`src/core/logic_bit_op_pkg.sv`:
```
// Constants, register map and carrier types for the logic and bit-op datapath.
// Assumes a 32-bit APB master and one 125 MHz system clock.
package logic_bit_op_pkg;

   localparam int unsigned DATA_W = 8;
   localparam int unsigned ADDR_W = 8;
   localparam int unsigned BIT_W  = 3;

   // Register byte offsets
   localparam logic [ADDR_W-1:0] WORK_OFS  = 8'h00;
   localparam logic [ADDR_W-1:0] FLAG_OFS  = 8'h04;
   localparam logic [ADDR_W-1:0] LATCH_OFS = 8'h08;
   localparam logic [ADDR_W-1:0] DIR_OFS   = 8'h0C;
   localparam logic [ADDR_W-1:0] PIN_OFS   = 8'h10;
   localparam logic [ADDR_W-1:0] STAT_OFS  = 8'h14;

   // Values after reset
   localparam logic [DATA_W-1:0] WORK_RST  = 8'h00;
   localparam logic [3:0]        FLAG_RST  = 4'h0;
   localparam logic [DATA_W-1:0] LATCH_RST = 8'h00;
   localparam logic [DATA_W-1:0] DIR_RST   = 8'h00;
   localparam logic [15:0]       CNT_RST   = 16'h0000;

   // Flag register fields
   localparam int unsigned FLAG_Z_POS  = 0;
   localparam int unsigned FLAG_C_POS  = 1;
   localparam int unsigned FLAG_HB_POS = 2;
   localparam int unsigned FLAG_SW_POS = 3;

   // Status register fields
   localparam int unsigned STAT_CNT_POS = 0;
   localparam int unsigned STAT_OP_POS  = 16;

   typedef enum logic [3:0] {
      OP_XOR_AM = 4'h0,
      OP_XOR_MA = 4'h1,
      OP_NOT_A  = 4'h2,
      OP_NOT_M  = 4'h3,
      OP_NEG_A  = 4'h4,
      OP_NEG_M  = 4'h5,
      OP_CMP_AI = 4'h6,
      OP_CMP_AM = 4'h7,
      OP_CMP_MA = 4'h8,
      OP_CLR_IO = 4'h9,
      OP_SET_IO = 4'hA,
      OP_TOG_IO = 4'hB,
      OP_CLR_M  = 4'hC,
      OP_SET_M  = 4'hD,
      OP_SWAPC  = 4'hE,
      OP_NONE   = 4'hF
   } op_t;

   typedef struct packed {
      logic signed_wrap_flag;
      logic half_borrow_flag;
      logic carry;
      logic zero;
   } flags_t;

   typedef struct packed {
      op_t              op;
      logic [BIT_W-1:0] bit_sel;
      logic [7:0]       imm;
   } cmd_t;

   typedef struct packed {
      logic        we;
      logic [7:0]  data;
   } mem_wr_t;

endpackage

```
`src/core/logic_bit_op_datapath.sv`:
```
// Logic and bit-manipulation datapath of the 8-bit controller, APB register slave.
// Assumes the decoder presents one command with its memory byte in the same cycle.
//
// Contract
// - XOR memory into working register, zero only
// - XOR result written back to memory, zero only
// - Invert working register, zero flag only
// - Invert memory byte, zero flag only
// - Negate working register modulo 256, zero only
// - Negate memory byte modulo 256, zero only
// - Compare with immediate sets four flags only
// - Compare register minus memory, four flags only
// - Compare memory minus register, four flags only
// - Carry is bit-7 borrow, half is nibble borrow
// - Clear port bit n, flags kept
// - Force port bit n high, flags kept
// - Toggle port bit n, flags kept
// - Clear memory bit n, flags kept
// - Force memory bit n high, flags kept
// - Swap port bit with carry, carry only
// - Output bit takes carry value
// - Input bit pin level loads carry
`timescale 1ns/10ps

module logic_bit_op_datapath #(
   parameter int unsigned DATA_W = logic_bit_op_pkg::DATA_W
) (
   input  wire logic                                clk_i,
   input  wire logic                                resetn_i,
   // Decoder command
   input  wire logic                                cmd_valid_i,
   input  wire logic_bit_op_pkg::cmd_t              cmd_i,
   output logic                                     cmd_ready_o,
   output logic                                     done_o,
   // Data memory
   input  wire logic [DATA_W-1:0]                   mem_rdata_i,
   output logic_bit_op_pkg::mem_wr_t                mem_wr_o,
   // Core state
   output logic [DATA_W-1:0]                        working_register_o,
   output logic_bit_op_pkg::flags_t                 flags_o,
   // Port pins
   input  wire logic [DATA_W-1:0]                   port_pin_i,
   output logic [DATA_W-1:0]                        port_pin_o,
   output logic [DATA_W-1:0]                        port_pin_oe_o,
   // APB slave
   input  wire logic                                psel,
   input  wire logic                                penable,
   input  wire logic                                pwrite,
   input  wire logic [logic_bit_op_pkg::ADDR_W-1:0] paddr,
   input  wire logic [31:0]                         pwdata,
   output logic [31:0]                              prdata,
   output logic                                     pready,
   output logic                                     pslverr
);

   ////////////////////////////////////////////////////////////////////////////
   // State

   logic [DATA_W-1:0]                 work_q;
   logic_bit_op_pkg::flags_t          flags_q;
   logic [DATA_W-1:0]                 port_a_latch_q;
   logic [DATA_W-1:0]                 dir_q;
   logic [DATA_W-1:0]                 pin_meta_q;
   logic [DATA_W-1:0]                 pin_sync_q;
   logic_bit_op_pkg::mem_wr_t         mem_wr_q;
   logic                              done_q;
   logic [15:0]                       op_cnt_q;
   logic_bit_op_pkg::op_t             last_op_q;
   logic [31:0]                       prdata_q;
   logic                              pslverr_q;

   ////////////////////////////////////////////////////////////////////////////
   // Pin synchronisers, two stages per bit
   // Pins are asynchronous; only the second stage feeds logic

   genvar gi;
   generate
      for (gi = 0; gi < DATA_W; gi++) begin : g_pin_sync
         always_ff @(posedge clk_i) begin
            if (!resetn_i) begin
               pin_meta_q[gi] <= 1'b0;
               pin_sync_q[gi] <= 1'b0;
            end else begin
               pin_meta_q[gi] <= port_pin_i[gi];
               pin_sync_q[gi] <= pin_meta_q[gi];
            end
         end
      end
   endgenerate

   ////////////////////////////////////////////////////////////////////////////
   // Operand selection and arithmetic

   logic                              go;
   logic [DATA_W-1:0]                 acc;
   logic [DATA_W-1:0]                 mem;
   logic [DATA_W-1:0]                 mask;
   logic [DATA_W-1:0]                 lhs;
   logic [DATA_W-1:0]                 rhs;
   logic [DATA_W:0]                   diff;
   logic [DATA_W-1:0]                 res;
   logic                              sel_dir;
   logic                              sel_latch;
   logic                              sel_pin;

   // Always ready, so every valid strobe is an accepted command
   assign go        = cmd_valid_i;
   assign acc       = work_q;
   assign mem       = mem_rdata_i;
   // One-hot bit select shared by the clear, set and toggle bit operations; the carry swap indexes bit_sel directly
   assign mask      = DATA_W'(1) << cmd_i.bit_sel;
   assign sel_dir   = dir_q[cmd_i.bit_sel];
   assign sel_latch = port_a_latch_q[cmd_i.bit_sel];
   assign sel_pin   = pin_sync_q[cmd_i.bit_sel];

   always_comb begin
      case (cmd_i.op)
         logic_bit_op_pkg::OP_CMP_AI: begin
            lhs = acc;
            rhs = cmd_i.imm[DATA_W-1:0];
         end
         logic_bit_op_pkg::OP_CMP_MA: begin
            lhs = mem;
            rhs = acc;
         end
         default: begin
            lhs = acc;
            rhs = mem;
         end
      endcase
   end

   // One extra bit catches the borrow out of bit 7
   assign diff = {1'b0, lhs} - {1'b0, rhs};

   always_comb begin
      case (cmd_i.op)
         logic_bit_op_pkg::OP_XOR_AM: res = acc ^ mem;
         logic_bit_op_pkg::OP_XOR_MA: res = acc ^ mem;
         logic_bit_op_pkg::OP_NOT_A:  res = ~acc;
         logic_bit_op_pkg::OP_NOT_M:  res = ~mem;
         logic_bit_op_pkg::OP_NEG_A:  res = DATA_W'(0) - acc;
         logic_bit_op_pkg::OP_NEG_M:  res = DATA_W'(0) - mem;
         logic_bit_op_pkg::OP_CLR_M:  res = mem & ~mask;
         logic_bit_op_pkg::OP_SET_M:  res = mem | mask;
         default:                     res = diff[DATA_W-1:0];
      endcase
   end

   // Which state each operation may touch
   logic is_cmp;
   logic is_zonly;
   logic is_mem_wr;

   always_comb begin
      is_cmp    = 1'b0;
      is_zonly  = 1'b0;
      is_mem_wr = 1'b0;
      case (cmd_i.op)
         logic_bit_op_pkg::OP_XOR_AM,
         logic_bit_op_pkg::OP_NOT_A,
         logic_bit_op_pkg::OP_NEG_A: begin
            is_zonly = 1'b1;
         end
         logic_bit_op_pkg::OP_XOR_MA,
         logic_bit_op_pkg::OP_NOT_M,
         logic_bit_op_pkg::OP_NEG_M: begin
            is_zonly  = 1'b1;
            is_mem_wr = 1'b1;
         end
         logic_bit_op_pkg::OP_CMP_AI,
         logic_bit_op_pkg::OP_CMP_AM,
         logic_bit_op_pkg::OP_CMP_MA: begin
            is_cmp = 1'b1;
         end
         logic_bit_op_pkg::OP_CLR_M,
         logic_bit_op_pkg::OP_SET_M: begin
            is_mem_wr = 1'b1;
         end
         default: begin
            is_cmp = 1'b0;
         end
      endcase
   end

   ////////////////////////////////////////////////////////////////////////////
   // APB decode

   logic apb_wr;
   logic apb_setup;
   logic addr_hit;

   assign apb_wr    = psel && penable && pwrite;
   assign apb_setup = psel && !penable;

   always_comb begin
      case (paddr)
         logic_bit_op_pkg::WORK_OFS,
         logic_bit_op_pkg::FLAG_OFS,
         logic_bit_op_pkg::LATCH_OFS,
         logic_bit_op_pkg::DIR_OFS,
         logic_bit_op_pkg::PIN_OFS,
         logic_bit_op_pkg::STAT_OFS: addr_hit = 1'b1;
         default:                    addr_hit = 1'b0;
      endcase
   end

   logic wr_work;
   logic wr_flag;
   logic wr_latch;
   logic wr_dir;

   // Read-only and unmapped offsets get no strobe, so writes there vanish
   assign wr_work  = apb_wr && (paddr == logic_bit_op_pkg::WORK_OFS);
   assign wr_flag  = apb_wr && (paddr == logic_bit_op_pkg::FLAG_OFS);
   assign wr_latch = apb_wr && (paddr == logic_bit_op_pkg::LATCH_OFS);
   assign wr_dir   = apb_wr && (paddr == logic_bit_op_pkg::DIR_OFS);

   logic [31:0] rd_word;

   // Whole read word built here; the capture flop stays a plain register
   always_comb begin
      rd_word = 32'h0000_0000;
      case (paddr)
         logic_bit_op_pkg::WORK_OFS:  rd_word[DATA_W-1:0] = work_q;
         logic_bit_op_pkg::FLAG_OFS:  rd_word[3:0]        = flags_q;
         logic_bit_op_pkg::LATCH_OFS: rd_word[DATA_W-1:0] = port_a_latch_q;
         logic_bit_op_pkg::DIR_OFS:   rd_word[DATA_W-1:0] = dir_q;
         logic_bit_op_pkg::PIN_OFS:   rd_word[DATA_W-1:0] = pin_sync_q;
         logic_bit_op_pkg::STAT_OFS: begin
            rd_word[logic_bit_op_pkg::STAT_CNT_POS +: 16] = op_cnt_q;
            rd_word[logic_bit_op_pkg::STAT_OP_POS +: 4]   = last_op_q;
         end
         default: rd_word = 32'h0000_0000;
      endcase
   end

   ////////////////////////////////////////////////////////////////////////////
   // Working register; a command beats a software write in the same cycle

   always_ff @(posedge clk_i) begin
      if (!resetn_i) begin
         work_q <= logic_bit_op_pkg::WORK_RST;
      end else if (go && (cmd_i.op == logic_bit_op_pkg::OP_XOR_AM ||
                          cmd_i.op == logic_bit_op_pkg::OP_NOT_A ||
                          cmd_i.op == logic_bit_op_pkg::OP_NEG_A)) begin
         work_q <= res;
      end else if (wr_work) begin
         work_q <= pwdata[DATA_W-1:0];
      end
   end

   ////////////////////////////////////////////////////////////////////////////
   // Flags

   always_ff @(posedge clk_i) begin
      if (!resetn_i) begin
         flags_q <= logic_bit_op_pkg::FLAG_RST;
      end else if (go && is_zonly) begin
         flags_q.zero <= (res == DATA_W'(0));
      end else if (go && is_cmp) begin
         flags_q.zero             <= (diff[DATA_W-1:0] == DATA_W'(0));
         flags_q.carry            <= diff[DATA_W];
         // Half borrow looks at the low nibbles alone
         flags_q.half_borrow_flag <= (lhs[3:0] < rhs[3:0]);
         // Signed wrap: operand signs differ and result sign leaves lhs
         flags_q.signed_wrap_flag <= (lhs[DATA_W-1] ^ rhs[DATA_W-1]) &
                                     (lhs[DATA_W-1] ^ diff[DATA_W-1]);
      end else if (go && cmd_i.op == logic_bit_op_pkg::OP_SWAPC) begin
         flags_q.carry <= sel_dir ? sel_latch : sel_pin;
      end else if (wr_flag) begin
         flags_q.zero             <= pwdata[logic_bit_op_pkg::FLAG_Z_POS];
         flags_q.carry            <= pwdata[logic_bit_op_pkg::FLAG_C_POS];
         flags_q.half_borrow_flag <= pwdata[logic_bit_op_pkg::FLAG_HB_POS];
         flags_q.signed_wrap_flag <= pwdata[logic_bit_op_pkg::FLAG_SW_POS];
      end
   end

   ////////////////////////////////////////////////////////////////////////////
   // Port latch and direction

   always_ff @(posedge clk_i) begin
      if (!resetn_i) begin
         port_a_latch_q <= logic_bit_op_pkg::LATCH_RST;
      end else if (go && cmd_i.op == logic_bit_op_pkg::OP_CLR_IO) begin
         port_a_latch_q <= port_a_latch_q & ~mask;
      end else if (go && cmd_i.op == logic_bit_op_pkg::OP_SET_IO) begin
         port_a_latch_q <= port_a_latch_q | mask;
      end else if (go && cmd_i.op == logic_bit_op_pkg::OP_TOG_IO) begin
         port_a_latch_q <= port_a_latch_q ^ mask;
      end else if (go && cmd_i.op == logic_bit_op_pkg::OP_SWAPC) begin
         // Latch takes carry either way; only an output bit shows it
         port_a_latch_q[cmd_i.bit_sel] <= flags_q.carry;
      end else if (wr_latch) begin
         port_a_latch_q <= pwdata[DATA_W-1:0];
      end
   end

   always_ff @(posedge clk_i) begin
      if (!resetn_i) begin
         dir_q <= logic_bit_op_pkg::DIR_RST;
      end else if (wr_dir) begin
         dir_q <= pwdata[DATA_W-1:0];
      end
   end

   ////////////////////////////////////////////////////////////////////////////
   // Memory write-back, one cycle after the command

   always_ff @(posedge clk_i) begin
      if (!resetn_i) begin
         mem_wr_q <= '0;
      end else begin
         mem_wr_q.we   <= go && is_mem_wr;
         // Data runs free; only the strobe says it is meant
         mem_wr_q.data <= res;
      end
   end

   ////////////////////////////////////////////////////////////////////////////
   // Completion and status

   always_ff @(posedge clk_i) begin
      if (!resetn_i) begin
         done_q <= 1'b0;
      end else begin
         // The no-op code still pulses done
         done_q <= go;
      end
   end

   always_ff @(posedge clk_i) begin
      if (!resetn_i) begin
         op_cnt_q  <= logic_bit_op_pkg::CNT_RST;
         last_op_q <= logic_bit_op_pkg::OP_NONE;
      end else if (go) begin
         op_cnt_q  <= op_cnt_q + 16'h0001;
         last_op_q <= cmd_i.op;
      end
   end

   ////////////////////////////////////////////////////////////////////////////
   // APB read data, captured in the setup cycle

   always_ff @(posedge clk_i) begin
      if (!resetn_i) begin
         prdata_q  <= 32'h0000_0000;
         pslverr_q <= 1'b0;
      end else if (apb_setup) begin
         pslverr_q <= !addr_hit;
         prdata_q  <= rd_word;
      end
   end

   ////////////////////////////////////////////////////////////////////////////
   // Outputs

   // Every operation finishes in one cycle, so no stall
   assign cmd_ready_o        = 1'b1;
   assign done_o             = done_q;
   assign mem_wr_o           = mem_wr_q;
   assign working_register_o = work_q;
   assign flags_o            = flags_q;
   assign port_pin_o         = port_a_latch_q;
   assign port_pin_oe_o      = dir_q;
   // Stale read data would be one setup late; slave never waits
   assign pready             = 1'b1;
   assign prdata             = prdata_q;
   assign pslverr            = pslverr_q;

endmodule // logic_bit_op_datapath

```
`config.mk`:
```
export PLATFORM = sky130hd
export DESIGN_NAME = logic_bit_op_datapath
export DESIGN_NICKNAME = d
export VERILOG_FILES = /design/src/core/logic_bit_op_pkg.sv /design/src/core/logic_bit_op_datapath.sv
export SDC_FILE = /design/constraint.sdc
export NUM_CORES = 1
export LEC_CHECK = 0
export ABC_AREA = 1
export CORE_ASPECT_RATIO = 0.6
export CORE_UTILIZATION = 55
export CTS_CLUSTER_SIZE = 14
export DETAILED_ROUTE_END_ITERATION = 8
export DONT_BUFFER_PORTS = 1
export PLACE_DENSITY_LB_ADDON = 0.05
export SKIP_CTS_REPAIR_TIMING = 1
export SYNTH_ARGS = -nofsm -noshare
export SYNTH_HDL_FRONTEND = slang
export SYNTH_SLANG_ARGS = --single-unit
export TNS_END_PERCENT = 1
```
`constraint.sdc`:
```
create_clock -name clk_i -period 3 [get_ports clk_i]
set_clock_uncertainty 0.2 [all_clocks]
set_input_delay 0.3 -clock clk_i [delete_from_list [all_inputs] [get_ports clk_i]]
set_output_delay 0.3 -clock clk_i [all_outputs]
set_load 0.02 [all_outputs]
```
# Yosys cells after proc, flatten, opt, wreduce, memory -nomap -nowiden
# Cells that the tools add are included.
# word_totals
regBits,95
inputBits,77
out_inout_bits,73
word_cells,142
# classes
add_sub_neg,4
n_lt_le_gt_ge,3
eq_ne,21
n_shift,1
n_mux,33
n_bitwise,13
n_reduce_logical,37
# ops
op,n
$mux W8,8
$pmux W8 S7,1
$eq A4 B4 Y1 const B,7
$logic_not A8 Y1,3
$not A8 Y8,3
$pmux W4 S6,1
$pmux W4 S5,1
$add A16 B1 Y16 const B,1
$and A8 B8 Y8,2
$eq A4 B3 Y1 const B,4
$eq A8 B4 Y1 const B,2
$eq A8 B5 Y1 const B,2
$logic_and A1 B1 Y1,16
$or A8 B8 Y8,2
$pmux W8 S2,1
$sub A1 B8 Y8 const A,2
$xor A8 B8 Y8,2
$mux W1,12
$mux W12,1
$reduce_or A6 Y1,2
$bmux W1 S3,3
$sub A8 B8 Y9,1
$bwmux W8,1
$eq A4 B2 Y1 const B,2
25 further kinds,32

# Longest topological paths before layout
# logic_depth
word_depth,9
depth_mapped,24
mapped_depth_nobuf,24

# Least setup slack after synthesis
# Ideal clock, no wire load.
# synth_path
path_kind,input -> register
startpoint,input cmd_i[11] (netlist bit)
endpoint,register flags_q (netlist bit flags_o[0])
setup_ns,0.066
arrival_ns,2.871
required_time_ns,2.734
slack_ns,-0.137
stages,18
n_path_buf,1
path_cell_list,buf_4 -> nor2_1 -> inv_1 -> nor2_1 -> inv_1 -> nand2_1 -> inv_1 -> a221oi_1 -> ha_1 -> nand3_1 -> nand2_1 -> xor2_1 -> or2_2 -> nand2_1 -> nand3_1 -> nor2_1 -> nand3_1 -> a21oi_2
# synth_between
elab_chain_len,6
elab_cells_between_ends,31
cone_classes,add/sub: 1; eq/ne: 12; mux: 7; reduce/logical: 11
# synth_rtl
element,line_no,source
from (decl),logic_bit_op_datapath.sv:32,"input wire logic_bit_op_pkg::cmd_t cmd_i,"
$eq A4 B4 Y1 (tied with other cells),"logic_bit_op_datapath.sv:117, logic_bit_op_datapath.sv:159",
$pmux W8 S2 (tied with other cells),logic_bit_op_datapath.sv:117,case (cmd_i.op)
$sub A8 B8 Y9 / $mux W1 (equally long branches),"logic_bit_op_datapath.sv:134, logic_bit_op_datapath.sv:159",
$pmux W8 S7 (tied with other cells),logic_bit_op_datapath.sv:137,case (cmd_i.op)
$logic_not A8 Y1 (tied with other cells),logic_bit_op_datapath.sv:260,flags_q.zero <= (res == DATA_W'(0));
$mux W1 / $reduce_and A2 Y1 (equally long branches),n/a,
to (signal assigned),logic_bit_op_datapath.sv:258,flags_q <= logic_bit_op_pkg::FLAG_RST;
to (decl),logic_bit_op_datapath.sv:60,logic_bit_op_pkg::flags_t flags_q;
# Several ways; a longest one is shown, not always the timed one.
# A chain may end at the register's enable or synchronous reset.

# Worst setup path in the final report
# layout_path
startpoint,input cmd_i[13] (netlist bit)
endpoint,register flags_q (netlist bit flags_o[0])
# The elaborated chain is that of the path after synthesis.

==> results.json <==
{
  "status": "completed",
  "min_path_cells": 2,
  "drive_above_1_share": 0.09990,
  "required_ns": 3.09,
  "grt_max_degree": 59,
  "seq_area_mm2": 0.001902,
  "netlist_area_mm2": 0.006266,
  "nFillCells": 973,
  "r2r_slack_ns": 0.19,
  "final_common_cell": "nand2_1",
  "slew_headroom": 0.3817,
  "cpMostUsedCell": "nor2_1",
  "wire_per_inst_um": 20.31,
  "die_h_um": 84.68,
  "dr.pass1.iters": 5,
  "drt-initial-drc-count": 1201,
  "post-route-util": 0.6497,
  "die-area_mm2": 0.01184,
  "p_per_area_mw_per_mm2": 452.2,
  "cts-root-buf": "clkbuf_16",
  "antenna_found_initial": 0,
  "crit_start": "cmd_i[13]",
  "start_kind": "input port",
  "netlist_top_cells_area": "dfxtp_1, nand2_1, inv_1",
  "synth_top_area_cell": "dfxtp_1",
  "r2r_start": "working_register_o[0]",
  "r2r_cells": 15,
  "peakVddDrop_mv": 0.2854,
  "cts_sinks": 95,
  "most-common-layout-cells": "nand2_1, inv_1, nor2_1",
  "synth_warnings": 0,
  "post-route-period-util": 0.9515,
  "cts_tree": "built",
  "fin_ws_ns": 0.1456,
  "num_io_pins": 150,
  "start_util": 0.5795,
  "htreeDepth": 3,
  "timing_hold_violations_final": 0,
  "rsz0062_at_grt": "no",
  "synthArstFlopShare": 0,
  "clk_latency_ns": 0.35,
  "grt_util_all_layers": 0.3835,
  "hpwl_mm": 17.71,
  "final_nets": 1090,
  "ant_nets": 0,
  "crit_cells": 18,
  "ys_seq_area_frac": 0.3035,
  "cts_made_buffers": 9,
  "crit_path_top_delay_cell": "dlygate4sd3_1",
  "multi_input_area_mm2": 0.003670,
  "viasPerCell": 6.179,
  "grt_pass1_vias": 6056,
  "yosys_most_used_dff": "dfxtp_1",
  "area_delta_synth_final_pct": 12.12,
  "synth-edff-count": 0,
  "power_mw": 3.177,
  "fin_setup_tns_ns": 0,
  "hold_ws_ns": 0.01051,
  "path_buf_inv": 2,
  "synth_seq_cells": 95,
  "fin_area_mm2": 0.007025,
  "cpPeakStageDelay_ns": 0.56,
  "path_delay_family": "simple AND/OR/NAND/NOR gates",
  "tightest_slew_ns": 0.9264,
  "gp_congestion": 1.027,
  "ys_types": 48,
  "rr_endpoint": "flags_o[0]",
  "drc": 0,
  "grt_pass1_wl_mm": 34.24,
  "routed_wl_mm": 22.95,
  "arrival_ns": 2.95,
  "synthCells": 951,
  "maxSlewViolCount": 0,
  "worstSetupEndpoint": "flags_o[0]",
  "max_freq_mhz": 350.3,
  "clockBufferDepth": 2,
  "crit_path_cell_trace": "dlygate4sd3_1, inv_2, nor2_4, nand2_4, nand2_1, nand2_2, ha_1, nand2_1, o21ai_0, nor2_1, nand3_1, nor2_1, nand2_1, nor2_1, nand3_1, nor2_1, nand3_1, a21oi_2",
  "fp-row-count": 29,
  "synth_top_area_frac": 0.3035,
  "antenna-diode-count": 0,
  "via_count": 6982,
  "endpoint_kind": "flip-flop",
  "postSynthAreaPerCell_um2": 6.589,
  "setup-violations-final": 0,
  "path_clk_slew_ns": 0.08,
  "fin_cells": 1130,
  "placed_area_mm2": 0.006526,
  "pre_cts_ws_ns": -0.01720,
  "period_needed_ns": 2.854,
  "crit_type": "in2reg",
  "fp.dieW_um": 139.8,
  "port_buffers": 0,
  "design.core.area_mm2": 0.01081,
  "grt-ovfl-total": 0,
  "dp.cells": 1095,
  "hp-start": "cmd_i[12]",
  "power.leakage_nw": 3.088,
  "hold_path.class": "in2reg",
  "cap_viol_max_count": 0,
  "critPathMaxFanout": 16
}
## layout make-up
| type | instances | area share |
|---|---|---|
| Clock buffer | 9 | 0.03206 |
| Sequential cell | 95 | 0.2707 |
| Clock inverter | 7 | 0.01051 |
| Timing Repair Buffer | 53 | 0.06483 |
| Inverter | 140 | 0.07480 |
| Tap cell | 139 | 0.02476 |
| Multi-Input combinational cell | 687 | 0.5224 |
## layer usage
metal,track usage,up-vias,wire [µm]
li1,-,3214,-
met1,0.5794,3200,10070
met2,0.5014,534,8620
met3,0.1483,34,3978
met4,0.07493,0,284
met5,0,-,0
## cell families after synthesis
logic type,after synthesis,share of synthesized area
xor+xnor,8,0.01118
compound gates,241,0.2276
flops,95,0.3035
buf+inv,181,0.1206
fa+ha+maj,27,0.05511
simple gates,397,0.2808
other cells,2,0.001199
## registers in the layout, indices dropped and copies added, names as in the netlist
signal / count
pin_meta_q: 8
port_pin_oe_o: 8
last_op_q: 4
mem_wr_o: 9
op_cnt_q: 16
port_pin_o: 8
pslverr: 1
prdata: 20
working_register_o: 8
done_o: 1
pin_sync_q: 8
flags_o: 4
## worst reg2reg max path, cell delays in order (launching register included)
cell and delay (ns):
dfxtp_1 0.33, inv_1 0.24, nand2_1 0.10, o21ai_0 0.10, ha_1 0.18, inv_1 0.06
fa_1 0.39, nand3_1 0.10, nand3_1 0.13, xor2_1 0.22, nand4_1 0.12, nor3_1 0.21
nand3b_1 0.12, nand2_1 0.07, nand2_1 0.06, a21oi_2 0.12
## where the power goes
| part | leakage (nW) | switching [mW] | internal [mW] | total, mW |
|---|---|---|---|---|
| logic | 2.17 | 0.401 | 0.204 | 0.604 |
| registers | 0.778 | 0.0923 | 1.32 | 1.41 |
| clock network | 0.140 | 0.572 | 0.589 | 1.16 |
## Yosys cell counts, types with 7 or more instances
cell and number:
buf_4 17, or2_2 7, nor2_1 99, nand3_1 47, a21oi_1 69, ha_1 26
inv_1 134, nand2_1 186, o211ai_1 14, o21ai_0 86, nand4_1 10, dfxtp_1 95
a31oi_1 9, a221oi_1 10, nand3_2 7, nor3_1 20, o22ai_1 17, clkbuf_1 18
a211oi_1 14
## worst min path at each step
stage                                to  slack [ns]
after floorplan           pin_sync_q[0]        0.19
after CTS                   op_cnt_q[0]       -0.17
final                      last_op_q[1]        0.01
after detailed placement   last_op_q[1]        0.19
after global placement     last_op_q[1]        0.19
after global routing       last_op_q[1]      0.0009
Power figures use the tool's default switching activity.
